--- src/hw/prsc_defs.vh ---
// Purpose: constants for the reset, power-down and strap-capture block
// Assumes: 50 MHz system clock
// Notes:   offsets are byte addresses on the APB register bus
`ifndef PRSC_DEFS_VH
`define PRSC_DEFS_VH

// timing
`define PRSC_CLK_MHZ          50
`define PRSC_RST_MIN_NS       1000
`define PRSC_RST_MIN_CYC      ((`PRSC_RST_MIN_NS * `PRSC_CLK_MHZ + 999) / 1000)

// register byte offsets
`define PRSC_OFF_XCVR_CTRL    12'h000
`define PRSC_OFF_PIN_MODE     12'h004
`define PRSC_OFF_IRQ_STAT     12'h008
`define PRSC_OFF_IRQ_MASK     12'h00c
`define PRSC_OFF_STATUS       12'h010
`define PRSC_OFF_EVT_SET      12'h014

// transceiver control register fields
`define PRSC_XC_ADDR_LSB      0
`define PRSC_XC_ADDR_MSB      3
`define PRSC_XC_FIBER_A       4
`define PRSC_XC_FIBER_B       5

// pin mode register: bit per port, 1 = interrupt role
`define PRSC_PM_IRQ_A         0
`define PRSC_PM_IRQ_B         1
`define PRSC_PIN_MODE_RST     2'h0

// interrupt status bits
`define PRSC_EV_RESET_DONE    0
`define PRSC_EV_SLEEP_A       1
`define PRSC_EV_SLEEP_B       2
`define PRSC_EV_WAKE_A        3
`define PRSC_EV_WAKE_B        4
`define PRSC_EV_W             5
`define PRSC_IRQ_MASK_RST     5'h00

`endif

--- src/hw/prsc_top.v ---
// Purpose: reset, power-down, strap capture for a dual-port transceiver
// Assumes: all pins synchronous to clk_i, APB register access
// Notes:   strap pins sampled while the qualified reset is held
`timescale 1ns/1ps
`default_nettype none
`include "prsc_defs.vh"
module prsc_top #(
  parameter RST_MIN_CYC = `PRSC_RST_MIN_CYC,
  parameter RST_CNT_W   = 8
) (
  input  wire        clk_i,
  input  wire        sys_rst_i,
  // reset and test reset pins
  input  wire        reset_pin_n_i,
  input  wire        test_rst_n_i,
  output wire        test_logic_rst_o,
  // strap pins
  input  wire        mgmt_addr_strap_bit1_i,
  input  wire        mgmt_addr_strap_bit2_i,
  input  wire        mgmt_addr_strap_bit3_i,
  input  wire        mgmt_addr_strap_bit4_i,
  input  wire        port_a_fiber_strap_i,
  input  wire        port_b_fiber_strap_i,
  // per-port sleep / interrupt pins, open drain
  input  wire        port_a_sleep_or_irq_pin_i,
  output wire        port_a_sleep_or_irq_pin_o,
  output wire        port_a_sleep_or_irq_pin_oe_o,
  input  wire        port_b_sleep_or_irq_pin_i,
  output wire        port_b_sleep_or_irq_pin_o,
  output wire        port_b_sleep_or_irq_pin_oe_o,
  // per-port interrupt conditions from the port cores
  input  wire        port_a_irq_cond_i,
  input  wire        port_b_irq_cond_i,
  // configuration outputs
  output wire        core_reset_o,
  output wire        strap_sample_o,
  output wire [4:0]  port_a_mgmt_addr_o,
  output wire [4:0]  port_b_mgmt_addr_o,
  output wire        port_a_fiber_mode_o,
  output wire        port_b_fiber_mode_o,
  output wire        port_a_power_down_o,
  output wire        port_b_power_down_o,
  // APB slave
  input  wire        psel,
  input  wire        penable,
  input  wire        pwrite,
  input  wire [11:0] paddr,
  input  wire [31:0] pwdata,
  output wire [31:0] prdata,
  output wire        pready,
  output wire        pslverr,
  output wire        irq_o
);

  // states of the reset sequencer, one-hot
  localparam ST_RUN     = 3'b001;
  localparam ST_SAMPLE  = 3'b010;
  localparam ST_RELEASE = 3'b100;

  // address decoder, used for write and read paths
  function sel_off;
    input [11:0] addr;
    input [11:0] off;
    begin
      sel_off = (addr == off);
    end
  endfunction

  wire        rst_req;
  wire        rst_qual;
  reg  [2:0]  state_reg;
  reg  [2:0]  state_next;
  reg  [3:0]  addr_strap_reg;
  reg  [1:0]  fiber_strap_reg;
  reg  [1:0]  pin_mode_reg;
  reg  [`PRSC_EV_W-1:0] irq_stat_reg;
  reg  [`PRSC_EV_W-1:0] irq_mask_reg;
  reg  [1:0]  sleep_reg;
  reg  [1:0]  test_rst_reg;
  reg  [31:0] prdata_reg;
  reg  [`PRSC_EV_W-1:0] ev_set;
  wire        soft_rst;
  wire        wr_en;
  wire        rd_en;
  wire [1:0]  pin_in;
  wire [1:0]  irq_cond;
  wire [3:0]  addr_pins;
  wire [1:0]  fiber_pins;
  wire [7:0]  xcvr_ctrl;

  assign soft_rst   = sys_rst_i;
  assign pin_in     = {port_b_sleep_or_irq_pin_i, port_a_sleep_or_irq_pin_i};
  assign irq_cond   = {port_b_irq_cond_i, port_a_irq_cond_i};
  assign addr_pins  = {mgmt_addr_strap_bit4_i, mgmt_addr_strap_bit3_i,
                       mgmt_addr_strap_bit2_i, mgmt_addr_strap_bit1_i};
  assign fiber_pins = {port_b_fiber_strap_i, port_a_fiber_strap_i};

  // minimum-low-time qualifier on the reset pin
  prsc_reset_filter #(
    .MIN_CYC (RST_MIN_CYC),
    .CNT_W   (RST_CNT_W)
  ) u_filter (
    .clk_i         (clk_i),
    .sys_rst_i     (soft_rst),
    .reset_pin_n_i (reset_pin_n_i),
    .reset_req_o   (rst_req),
    .reset_qual_o  (rst_qual)
  );

  // sequencer: sample while qualified reset held, then one release cycle
  always @* begin
    state_next = state_reg;
    case (state_reg)
      ST_RUN: begin
        if (rst_qual)
          state_next = ST_SAMPLE;
      end
      ST_SAMPLE: begin
        if (!rst_req)
          state_next = ST_RELEASE;
      end
      ST_RELEASE: begin
        state_next = ST_RUN;
      end
      default: begin
        state_next = ST_RUN;
      end
    endcase
  end

  always @(posedge clk_i) begin
    if (soft_rst)
      state_reg <= ST_RUN;
    else
      state_reg <= state_next;
  end

  // a short glitch never reaches the sampling state, so straps stay put
  wire in_reset = (state_reg == ST_SAMPLE);
  assign core_reset_o   = in_reset | (state_reg == ST_RELEASE);
  assign strap_sample_o = in_reset;

  // strap capture: each sampled cycle overwrites, last one before release
  // wins; outside reset the pins are functional and ignored here
  always @(posedge clk_i) begin
    if (soft_rst) begin
      addr_strap_reg  <= 4'h0;
      fiber_strap_reg <= 2'h0;
    end else if (in_reset && rst_req) begin    // pins go live on release
      addr_strap_reg  <= addr_pins;
      fiber_strap_reg <= fiber_pins;
    end
  end

  // management addresses: bit 0 names the port
  assign port_a_mgmt_addr_o = {addr_strap_reg, 1'b0};
  assign port_b_mgmt_addr_o = {addr_strap_reg, 1'b1};
  assign port_a_fiber_mode_o = fiber_strap_reg[0];
  assign port_b_fiber_mode_o = fiber_strap_reg[1];

  assign xcvr_ctrl = {2'h0, fiber_strap_reg, addr_strap_reg};

  // APB: zero wait states, unmapped reads give zero with an error
  assign wr_en = psel & penable & pwrite;
  assign rd_en = psel & ~penable & ~pwrite;
  assign pready = 1'b1;
  wire mapped = sel_off(paddr, `PRSC_OFF_XCVR_CTRL) |
                sel_off(paddr, `PRSC_OFF_PIN_MODE) |
                sel_off(paddr, `PRSC_OFF_IRQ_STAT) |
                sel_off(paddr, `PRSC_OFF_IRQ_MASK) |
                sel_off(paddr, `PRSC_OFF_STATUS) |
                sel_off(paddr, `PRSC_OFF_EVT_SET);
  assign pslverr = psel & penable & ~mapped;

  // pin role and mask registers; every hardware reset restores defaults
  always @(posedge clk_i) begin
    if (soft_rst || core_reset_o) begin
      pin_mode_reg <= `PRSC_PIN_MODE_RST;
      irq_mask_reg <= `PRSC_IRQ_MASK_RST;
    end else if (wr_en) begin
      if (sel_off(paddr, `PRSC_OFF_PIN_MODE))
        pin_mode_reg <= pwdata[1:0];
      if (sel_off(paddr, `PRSC_OFF_IRQ_MASK))
        irq_mask_reg <= pwdata[`PRSC_EV_W-1:0];
    end
  end

  // power-down request: low pin while in power-down role
  always @(posedge clk_i) begin
    if (soft_rst || core_reset_o)
      sleep_reg <= 2'h0;
    else
      sleep_reg <= ~pin_in & ~pin_mode_reg;
  end
  assign port_a_power_down_o = sleep_reg[0];
  assign port_b_power_down_o = sleep_reg[1];

  // events: sleep entry/exit per port and end of reset
  always @* begin
    ev_set = {`PRSC_EV_W{1'b0}};
    ev_set[`PRSC_EV_RESET_DONE] = (state_reg == ST_RELEASE);
    ev_set[`PRSC_EV_SLEEP_A] = ~sleep_reg[0] & ~pin_in[0] & ~pin_mode_reg[0];
    ev_set[`PRSC_EV_SLEEP_B] = ~sleep_reg[1] & ~pin_in[1] & ~pin_mode_reg[1];
    ev_set[`PRSC_EV_WAKE_A]  = sleep_reg[0] & (pin_in[0] | pin_mode_reg[0]);
    ev_set[`PRSC_EV_WAKE_B]  = sleep_reg[1] & (pin_in[1] | pin_mode_reg[1]);
    if (wr_en && sel_off(paddr, `PRSC_OFF_EVT_SET))
      ev_set = ev_set | pwdata[`PRSC_EV_W-1:0];
  end

  // sticky status, write one to clear; a new event beats the clear
  // reset-done must survive the core reset so it is only cleared by sw or by sys_rst_i
  always @(posedge clk_i) begin
    if (soft_rst)
      irq_stat_reg <= {`PRSC_EV_W{1'b0}};
    else if (wr_en && sel_off(paddr, `PRSC_OFF_IRQ_STAT))
      irq_stat_reg <= (irq_stat_reg & ~pwdata[`PRSC_EV_W-1:0]) | ev_set;
    else
      irq_stat_reg <= irq_stat_reg | ev_set;
  end
  assign irq_o = |(irq_stat_reg & irq_mask_reg);

  // open drain: only ever drive low, and only in interrupt role
  wire [1:0] drive_low = pin_mode_reg & irq_cond;
  assign port_a_sleep_or_irq_pin_o    = 1'b0;
  assign port_a_sleep_or_irq_pin_oe_o = drive_low[0];
  assign port_b_sleep_or_irq_pin_o    = 1'b0;
  assign port_b_sleep_or_irq_pin_oe_o = drive_low[1];

  // test-access reset asserts with the test reset pin, releases two cycles after it
  always @(posedge clk_i) begin
    if (soft_rst)
      test_rst_reg <= 2'h3;
    else
      test_rst_reg <= {test_rst_reg[0], ~test_rst_n_i};
  end
  assign test_logic_rst_o = test_rst_reg[1] | ~test_rst_n_i;

  // read data registered in the setup phase
  always @(posedge clk_i) begin
    if (soft_rst) begin
      prdata_reg <= 32'h0;
    end else if (rd_en) begin
      prdata_reg <= 32'h0;
      if (sel_off(paddr, `PRSC_OFF_XCVR_CTRL))
        prdata_reg <= {24'h0, xcvr_ctrl};
      if (sel_off(paddr, `PRSC_OFF_PIN_MODE))
        prdata_reg <= {30'h0, pin_mode_reg};
      if (sel_off(paddr, `PRSC_OFF_IRQ_STAT))
        prdata_reg <= {27'h0, irq_stat_reg};
      if (sel_off(paddr, `PRSC_OFF_IRQ_MASK))
        prdata_reg <= {27'h0, irq_mask_reg};
      if (sel_off(paddr, `PRSC_OFF_STATUS))
        prdata_reg <= {26'h0, sleep_reg, 1'b0, core_reset_o,
                       state_reg[1], rst_qual};
    end
  end
  assign prdata = prdata_reg;

endmodule // prsc_top
`default_nettype wire

--- src/hw/prsc_reset_filter.v ---
// Purpose: qualifies the active-low reset pin by a minimum low time
// Assumes: pin already synchronous to clk_i
// Notes:   pulse is not stretched, reset_req_o drops as soon as the pin returns high, reset_qual_o on the next clock edge
`timescale 1ns/1ps
`default_nettype none
module prsc_reset_filter #(
  parameter MIN_CYC = 50,
  parameter CNT_W   = 8
) (
  input  wire clk_i,
  input  wire sys_rst_i,
  input  wire reset_pin_n_i,
  output wire reset_req_o,
  output wire reset_qual_o
);

  reg [CNT_W-1:0] low_cnt_reg;
  reg             qual_reg;

  // count cycles of low pin; qualify once the minimum is reached
  always @(posedge clk_i) begin
    if (sys_rst_i) begin
      low_cnt_reg <= {CNT_W{1'b0}};
      qual_reg    <= 1'b0;
    end else if (reset_pin_n_i) begin
      low_cnt_reg <= {CNT_W{1'b0}};
      qual_reg    <= 1'b0;
    end else if (low_cnt_reg != MIN_CYC[CNT_W-1:0]) begin
      low_cnt_reg <= low_cnt_reg + {{(CNT_W-1){1'b0}}, 1'b1};
    end else begin
      qual_reg    <= 1'b1;
    end
  end

  assign reset_req_o  = ~reset_pin_n_i;
  assign reset_qual_o = qual_reg;

endmodule // prsc_reset_filter
`default_nettype wire

--- config.mk ---
export PLATFORM = sky130hd
export DESIGN_NAME = prsc_top
export DESIGN_NICKNAME = d
export VERILOG_FILES = /design/src/hw/prsc_top.v /design/src/hw/prsc_reset_filter.v
export VERILOG_INCLUDE_DIRS = /design/src /design/src/hw
export SDC_FILE = /design/constraint.sdc
export NUM_CORES = 1
export LEC_CHECK = 0
export BUFFER_PORTS_ARGS = -buffer_cell sky130_fd_sc_hd__buf_2
export CAP_MARGIN = 20
export CORE_ASPECT_RATIO = 0.7
export CORE_UTILIZATION = 35
export CTS_CLUSTER_SIZE = 8
export DETAILED_ROUTE_END_ITERATION = 7
export PLACE_DENSITY = 0.69
export SLEW_MARGIN = 10
export SYNTH_ARGS = -nofsm -noshare
export SYNTH_HDL_FRONTEND = slang
export SYNTH_HIERARCHICAL = 1
export SYNTH_SLANG_ARGS = --single-unit
--- constraint.sdc ---
create_clock -name clk_i -period 1.9 [get_ports clk_i]
set_input_delay 0.285 -clock clk_i [delete_from_list [all_inputs] [get_ports clk_i]]
set_output_delay 0.285 -clock clk_i [all_outputs]
set_load 0.01 [all_outputs]
# Yosys cells after proc, flatten, opt, wreduce, memory -nomap -nowiden
# Index checks and enable logic that the tools add are counted.
# totals
reg_bits	66
inputBits	61
output_inout_bits	56
elab_cells	84
# op_classes
addsub	1
eq_ne	11
n_mux	10
bitwise	41
n_reduce_logical	10
# ops
op	count
$mux 32	4
$eq 12x4->1 const B	2
$eq 12x5->1 const B	2
$or 5x5->5	3
$eq 12x3->1 const B	1
$logic_not 12->1	1
$and 1x1->1	11
$not 1->1	11
$and 5x5->5	2
$mux 5	2
$or 1x1->1	9
$add 8x1->8 const B	1
$ne 8x6->1 const B	1
$mux 3	2
$mux 6	1
$pmux 3 s2	1
$reduce_and 2->1	3
$not 5->5	1
$reduce_or 5->1	1
$and 2x2->2	2
$not 2->2	2
$eq 3x1->1 const B	1
$eq 3x2->1 const B	1
$eq 3x3->1 const B	1
other kinds (5)	7

# Logic depth before layout (Yosys ltp)
# logic_depth
depth_word	8
depth_mapped	5
ltp_nobuf	5

# Modules after synthesis
# The synthesis kept the hierarchy.
# by_module_without_submodules
module	instances	cells_per_inst	area_each_um2	seq_area_each_um2
prsc_top	1	224	1890.6	620.6
prsc_reset_filter	1	48	426.7	180.2

# Worst setup path before layout
# OpenSTA, ideal clock, no wires.
# synth_timing
kind	input -> register
from	input port paddr[9]
to	register irq_stat_reg[0]
setup_time_ns	0.058
arrival_time_ns	1.781
required_ns	1.842
slack_ns	0.061
stages	5
n_path_buf	1
path_cell_list	or4_4 > or3_1 > buf_2 > nor4_4 > a211o_1
# synth_via
elab_chain_len	5
word_cells_on_any_way	8
cone_classes	2 x eq/ne; 2 x mux; 2 x bitwise; 2 x reduce/logical
# synth_lines
item	line_no	rtl
start, declared	prsc_top.v:47	input wire [11:0] paddr,
$eq 12x5->1	prsc_top.v:65	sel_off = (addr == off);
$logic_and 1x1->1	prsc_top.v:206	if (wr_en && sel_off(paddr, `PRSC_OFF_EVT_SET))
$mux 5	prsc_top.v:206	
$or 5x5->5, on equally long branches	prsc_top.v:218, prsc_top.v:216	
$mux 5 (*)	prsc_top.v:215	else if (wr_en && sel_off(paddr, `PRSC_OFF_IRQ_STAT))
end signal, assigned	prsc_top.v:214	irq_stat_reg <= {`PRSC_EV_W{1'b0}};
end signal, assigned	prsc_top.v:216	irq_stat_reg <= (irq_stat_reg & ~pwdata[`PRSC_EV_W-1:0]) | ev_set;
end signal, assigned	prsc_top.v:218	irq_stat_reg <= irq_stat_reg | ev_set;
end, declared	prsc_top.v:76	reg [`PRSC_EV_W-1:0] irq_stat_reg;
# Every way passes the cells marked *; elsewhere a longest branch is shown, timed or not.
# A chain may end at the register's enable or synchronous reset.

# Final worst setup path
# layout_timing
from	input port paddr[9]
to	output port pslverr
# layout_via
elab_chain_len	8
word_cells_on_any_way	13
cone_classes	5 x eq/ne; 7 x bitwise; 1 x reduce/logical
# layout_lines
item	line_no	rtl
$eq 12x3->1 / $logic_not 12->1 (equally long branches)	prsc_top.v:65	
$or 1x1->1 (4 in a row)	prsc_top.v:167	wire mapped = sel_off(paddr, `PRSC_OFF_XCVR_CTRL) |
$or 1x1->1 (*)	prsc_top.v:167	
$not 1->1 (*)	prsc_top.v:173	assign pslverr = psel & penable & ~mapped;
$and 1x1->1 (*)	prsc_top.v:173	
end, declared	prsc_top.v:51	output wire pslverr,
# Marked as above.

==> impl_metrics.tcl <==
set metrics [dict create \
    outcome "completed" \
    p_comb_share_pct 10.4 \
    cp.arrival_ns 1.44 \
    syn_area_sq_um 2317 \
    total_power_w 0.001740 \
    crit_path_start_kind "input pin" \
    multi_input_area_sq_um 1309 \
    via_count 2064 \
    placed_area_sq_um 2586 \
    drv_slew 0 \
    rows 24 \
    cp-endpoint "pslverr" \
    antenna_cells 0 \
    ys_top_cells_by_area "dfxtp_1, buf_4, a21oi_1, mux2i_1, nor3b_1" \
    die_y_um 70.08 \
    nets 393 \
    insertion_delay_ns 0.29 \
    hp-class "in2reg" \
    p_leak_nw 1.191 \
    fin_crit_sh_pct 90.97 \
    cts_tree "built" \
    path_class "in2out" \
    core_sq_um 6306 \
    die_area_sq_um 6955 \
    syn_area_per_cell_sq_um 8.519 \
    r2r_start "state_reg[1]" \
    setup_viol 0 \
    tns_ns 0 \
    netlist_instances 272 \
    io_pins 117 \
    overflow 0 \
    synth-edff-count 0 \
    synth_top_flop_cell "dfxtp_1" \
    worstSetupEndpointType "output port" \
    ys_async_sr_fraction_pct 0 \
    gp_congestion 0.9216 \
    largest_reg_flops 8 \
    fmax_mhz 578.6 \
    start_util_pct 36.75 \
    post-place-cells 401 \
    stdcell_area_sq_um 2703 \
    ys_seq_elements 40 \
    max_stage_delay_ns 0.57 \
    p_seq_share_pct 49.5 \
    clock-sinks 40 \
    grt_pass1_vias 1802 \
    internal_power_w 0.001308 \
    grt_usage_pct 16.25 \
    grt_pass1_wl_um 8797 \
    worst_clock_skew_ns 0.003008 \
    cts_inserted_buffers 5 \
    ir_worst_vdd_uv 315.7 \
    nFillCells 619 \
    root_buffer "clkbuf_8" \
    synth.yosys.seq_area_share_pct 34.56 \
    cp_max_fo 5 \
    drive_above_1_share_pct 27.79 \
    startpoint "paddr[9]" \
    crit_path_frequent_cell "buf_2" \
    wire_per_inst_um 13.14 \
    finalWirelength_um 5375 \
    power_density_nw_per_um2 643.9 \
    worstReg2RegEnd "addr_strap_reg[2]" \
    dpl.hpwl_um 4040 \
    yosysWarningCount 6 \
    grt_setup_unrepaired "false" \
    yosys.area.top_type_share_pct 34.56 \
    dr.pass1.iters 4 \
    io_buffer_count 58 \
    antenna_left 0 \
    htreeDepth 2 \
    clkPwrFrac_pct 40.0 \
    max_cap_violations 0 \
    r2r_cells 4 \
    fin_crit_ns 1.728 \
    postCtsHoldBufs 0 \
    ff_latch_area_sq_um 800.8 \
    clkSlewWorstSetupHoldPaths_ns 0.08 \
    final_hold_viol_count 0 \
    critPathSlowestCell "or4_4" \
    cts_buffer_depth 2 \
    antenna_found_initial 0 \
    dieWidth_um 99.25 \
    swShare_pct 24.87 \
    ys_types 50 \
    netlist_top_cells_count "dfxtp_1, buf_4, a21oi_1" \
    fin_cells 409 \
    synth.most_common_cell "dfxtp_1" \
    yosysTopAreaCell "dfxtp_1" \
    syn_to_final_growth_pct 16.63 \
    grt_max_degree 24 \
    cp_data_required_time_ns 1.62 \
    r2r_slack_ns 0.39 \
    switching_power_w 0.0004327 \
    crit_chain "buf_2, or4_4, nor3_2, a21oi_1, buf_2" \
    post_drt_via_cell_ratio 5.046 \
    cts_setup_buffers 0 \
    drt_drc_violations_left 0 \
    first_iter_violations 202 \
]
cell families (layout without fill, tap and decap cells):
family	after synthesis	after routing	synth area share (%)
AOI/OAI and AO/OA	55	55	14.74
xor gates and xnor gates	4	4	1.512
adders and majority gates	2	2	1.080
buffers and inverters	50	80	13.88
DFF	40	40	34.56
muxes	14	14	6.210
other	2	31	0.3241
and+or+nand+nor	105	105	27.70
what timing repair did:
item,in CTS,in global routing
hold endpoints to repair,0,0
setup endpoints to repair,0,1
resized for setup,0,1
per-stage QoR:
step	setup slack (ns)	hold slack (ns)	util (%)
4_1_cts	0.09683	0.1660	42.78
6_report	0.1716	0.1710	42.86
3_5_place_dp	-0.08902	0.3945	41.01
3_3_place_gp	-0.08416	0.3959	41.01
2_1_floorplan	0.06060	0.3587	-
5_1_grt	0.1070	0.1768	42.86
cell type report:
class	instances	area share, %
multi-input cells	211	48.43
well taps	78	3.611
flip-flops and latches	40	29.63
clock buffers	5	2.546
repair buffers	69	13.80
clock inverters	3	1.574
inverters	3	0.4167
worst max-delay path, delay by kind of cell:
kind                   cells  cell delay (ns)
AOI/OAI and AO/OA          1             0.10
buffers and inverters      2             0.25
and+or+nand+nor            2             0.82
power by group through the flow:
stage / sequential [W] / clock, W / combinational [W]
after floorplan: 0.000879 / 0 / 0.000154
after global placement: 0.000881 / 0 / 0.000177
after detailed placement: 0.000882 / 0 / 0.000179
after CTS: 0.000862 / 0.000716 / 0.000180
after global routing: 0.000864 / 0.000742 / 0.000203
final: 0.000862 / 0.000696 / 0.000182
worst min-delay path by stage:
stage	slack [ns]	to	startpoint	cells past startpoint
global route	0.18	sleep_reg[0]	port_a_sleep_or_irq_pin_i	2
global placement	0.40	test_rst_reg[1]	test_rst_reg[0]	1
floorplan	0.36	test_rst_reg[0]	test_rst_n_i	1
detailed placement	0.39	test_rst_reg[1]	test_rst_reg[0]	1
finish	0.17	test_rst_reg[0]	test_rst_n_i	2
CTS	0.17	test_rst_reg[0]	test_rst_n_i	2
cells in the final DEF (no fill, tap or decap), types with 2 or more instances in the layout:
master	synthesis	routed
xor2_1	2	2
o31ai_1	3	3
ha_1	2	2
and3b_1	2	2
nand2_1	10	10
or2_0	2	2
nor3_2	1	2
clkbuf_8	0	5
mux2i_1	11	11
and3_1	3	3
or2_2	3	3
o21ai_0	12	12
and2_1	4	4
buf_4	35	11
buf_2	2	58
nand3_1	8	8
inv_1	3	3
nand2b_1	9	9
mux2_2	3	3
nor4_1	2	2
a21oi_1	23	23
nor2_1	19	19
o21a_1	2	2
nor3_1	6	5
nand4_1	7	7
xnor2_1	2	2
or3_1	6	6
conb_1	2	31
a211o_1	5	5
dfxtp_1	40	40
nand3b_1	3	3
nor3b_1	12	12
metal layers:
layer  global-route usage (%)  wire length [um]
met4                    6.699                95
met1                    23.58              2709
met2                    22.92              2141
met3                    3.704               429
met5                        0                 0
(Power assumes the default switching activity.)
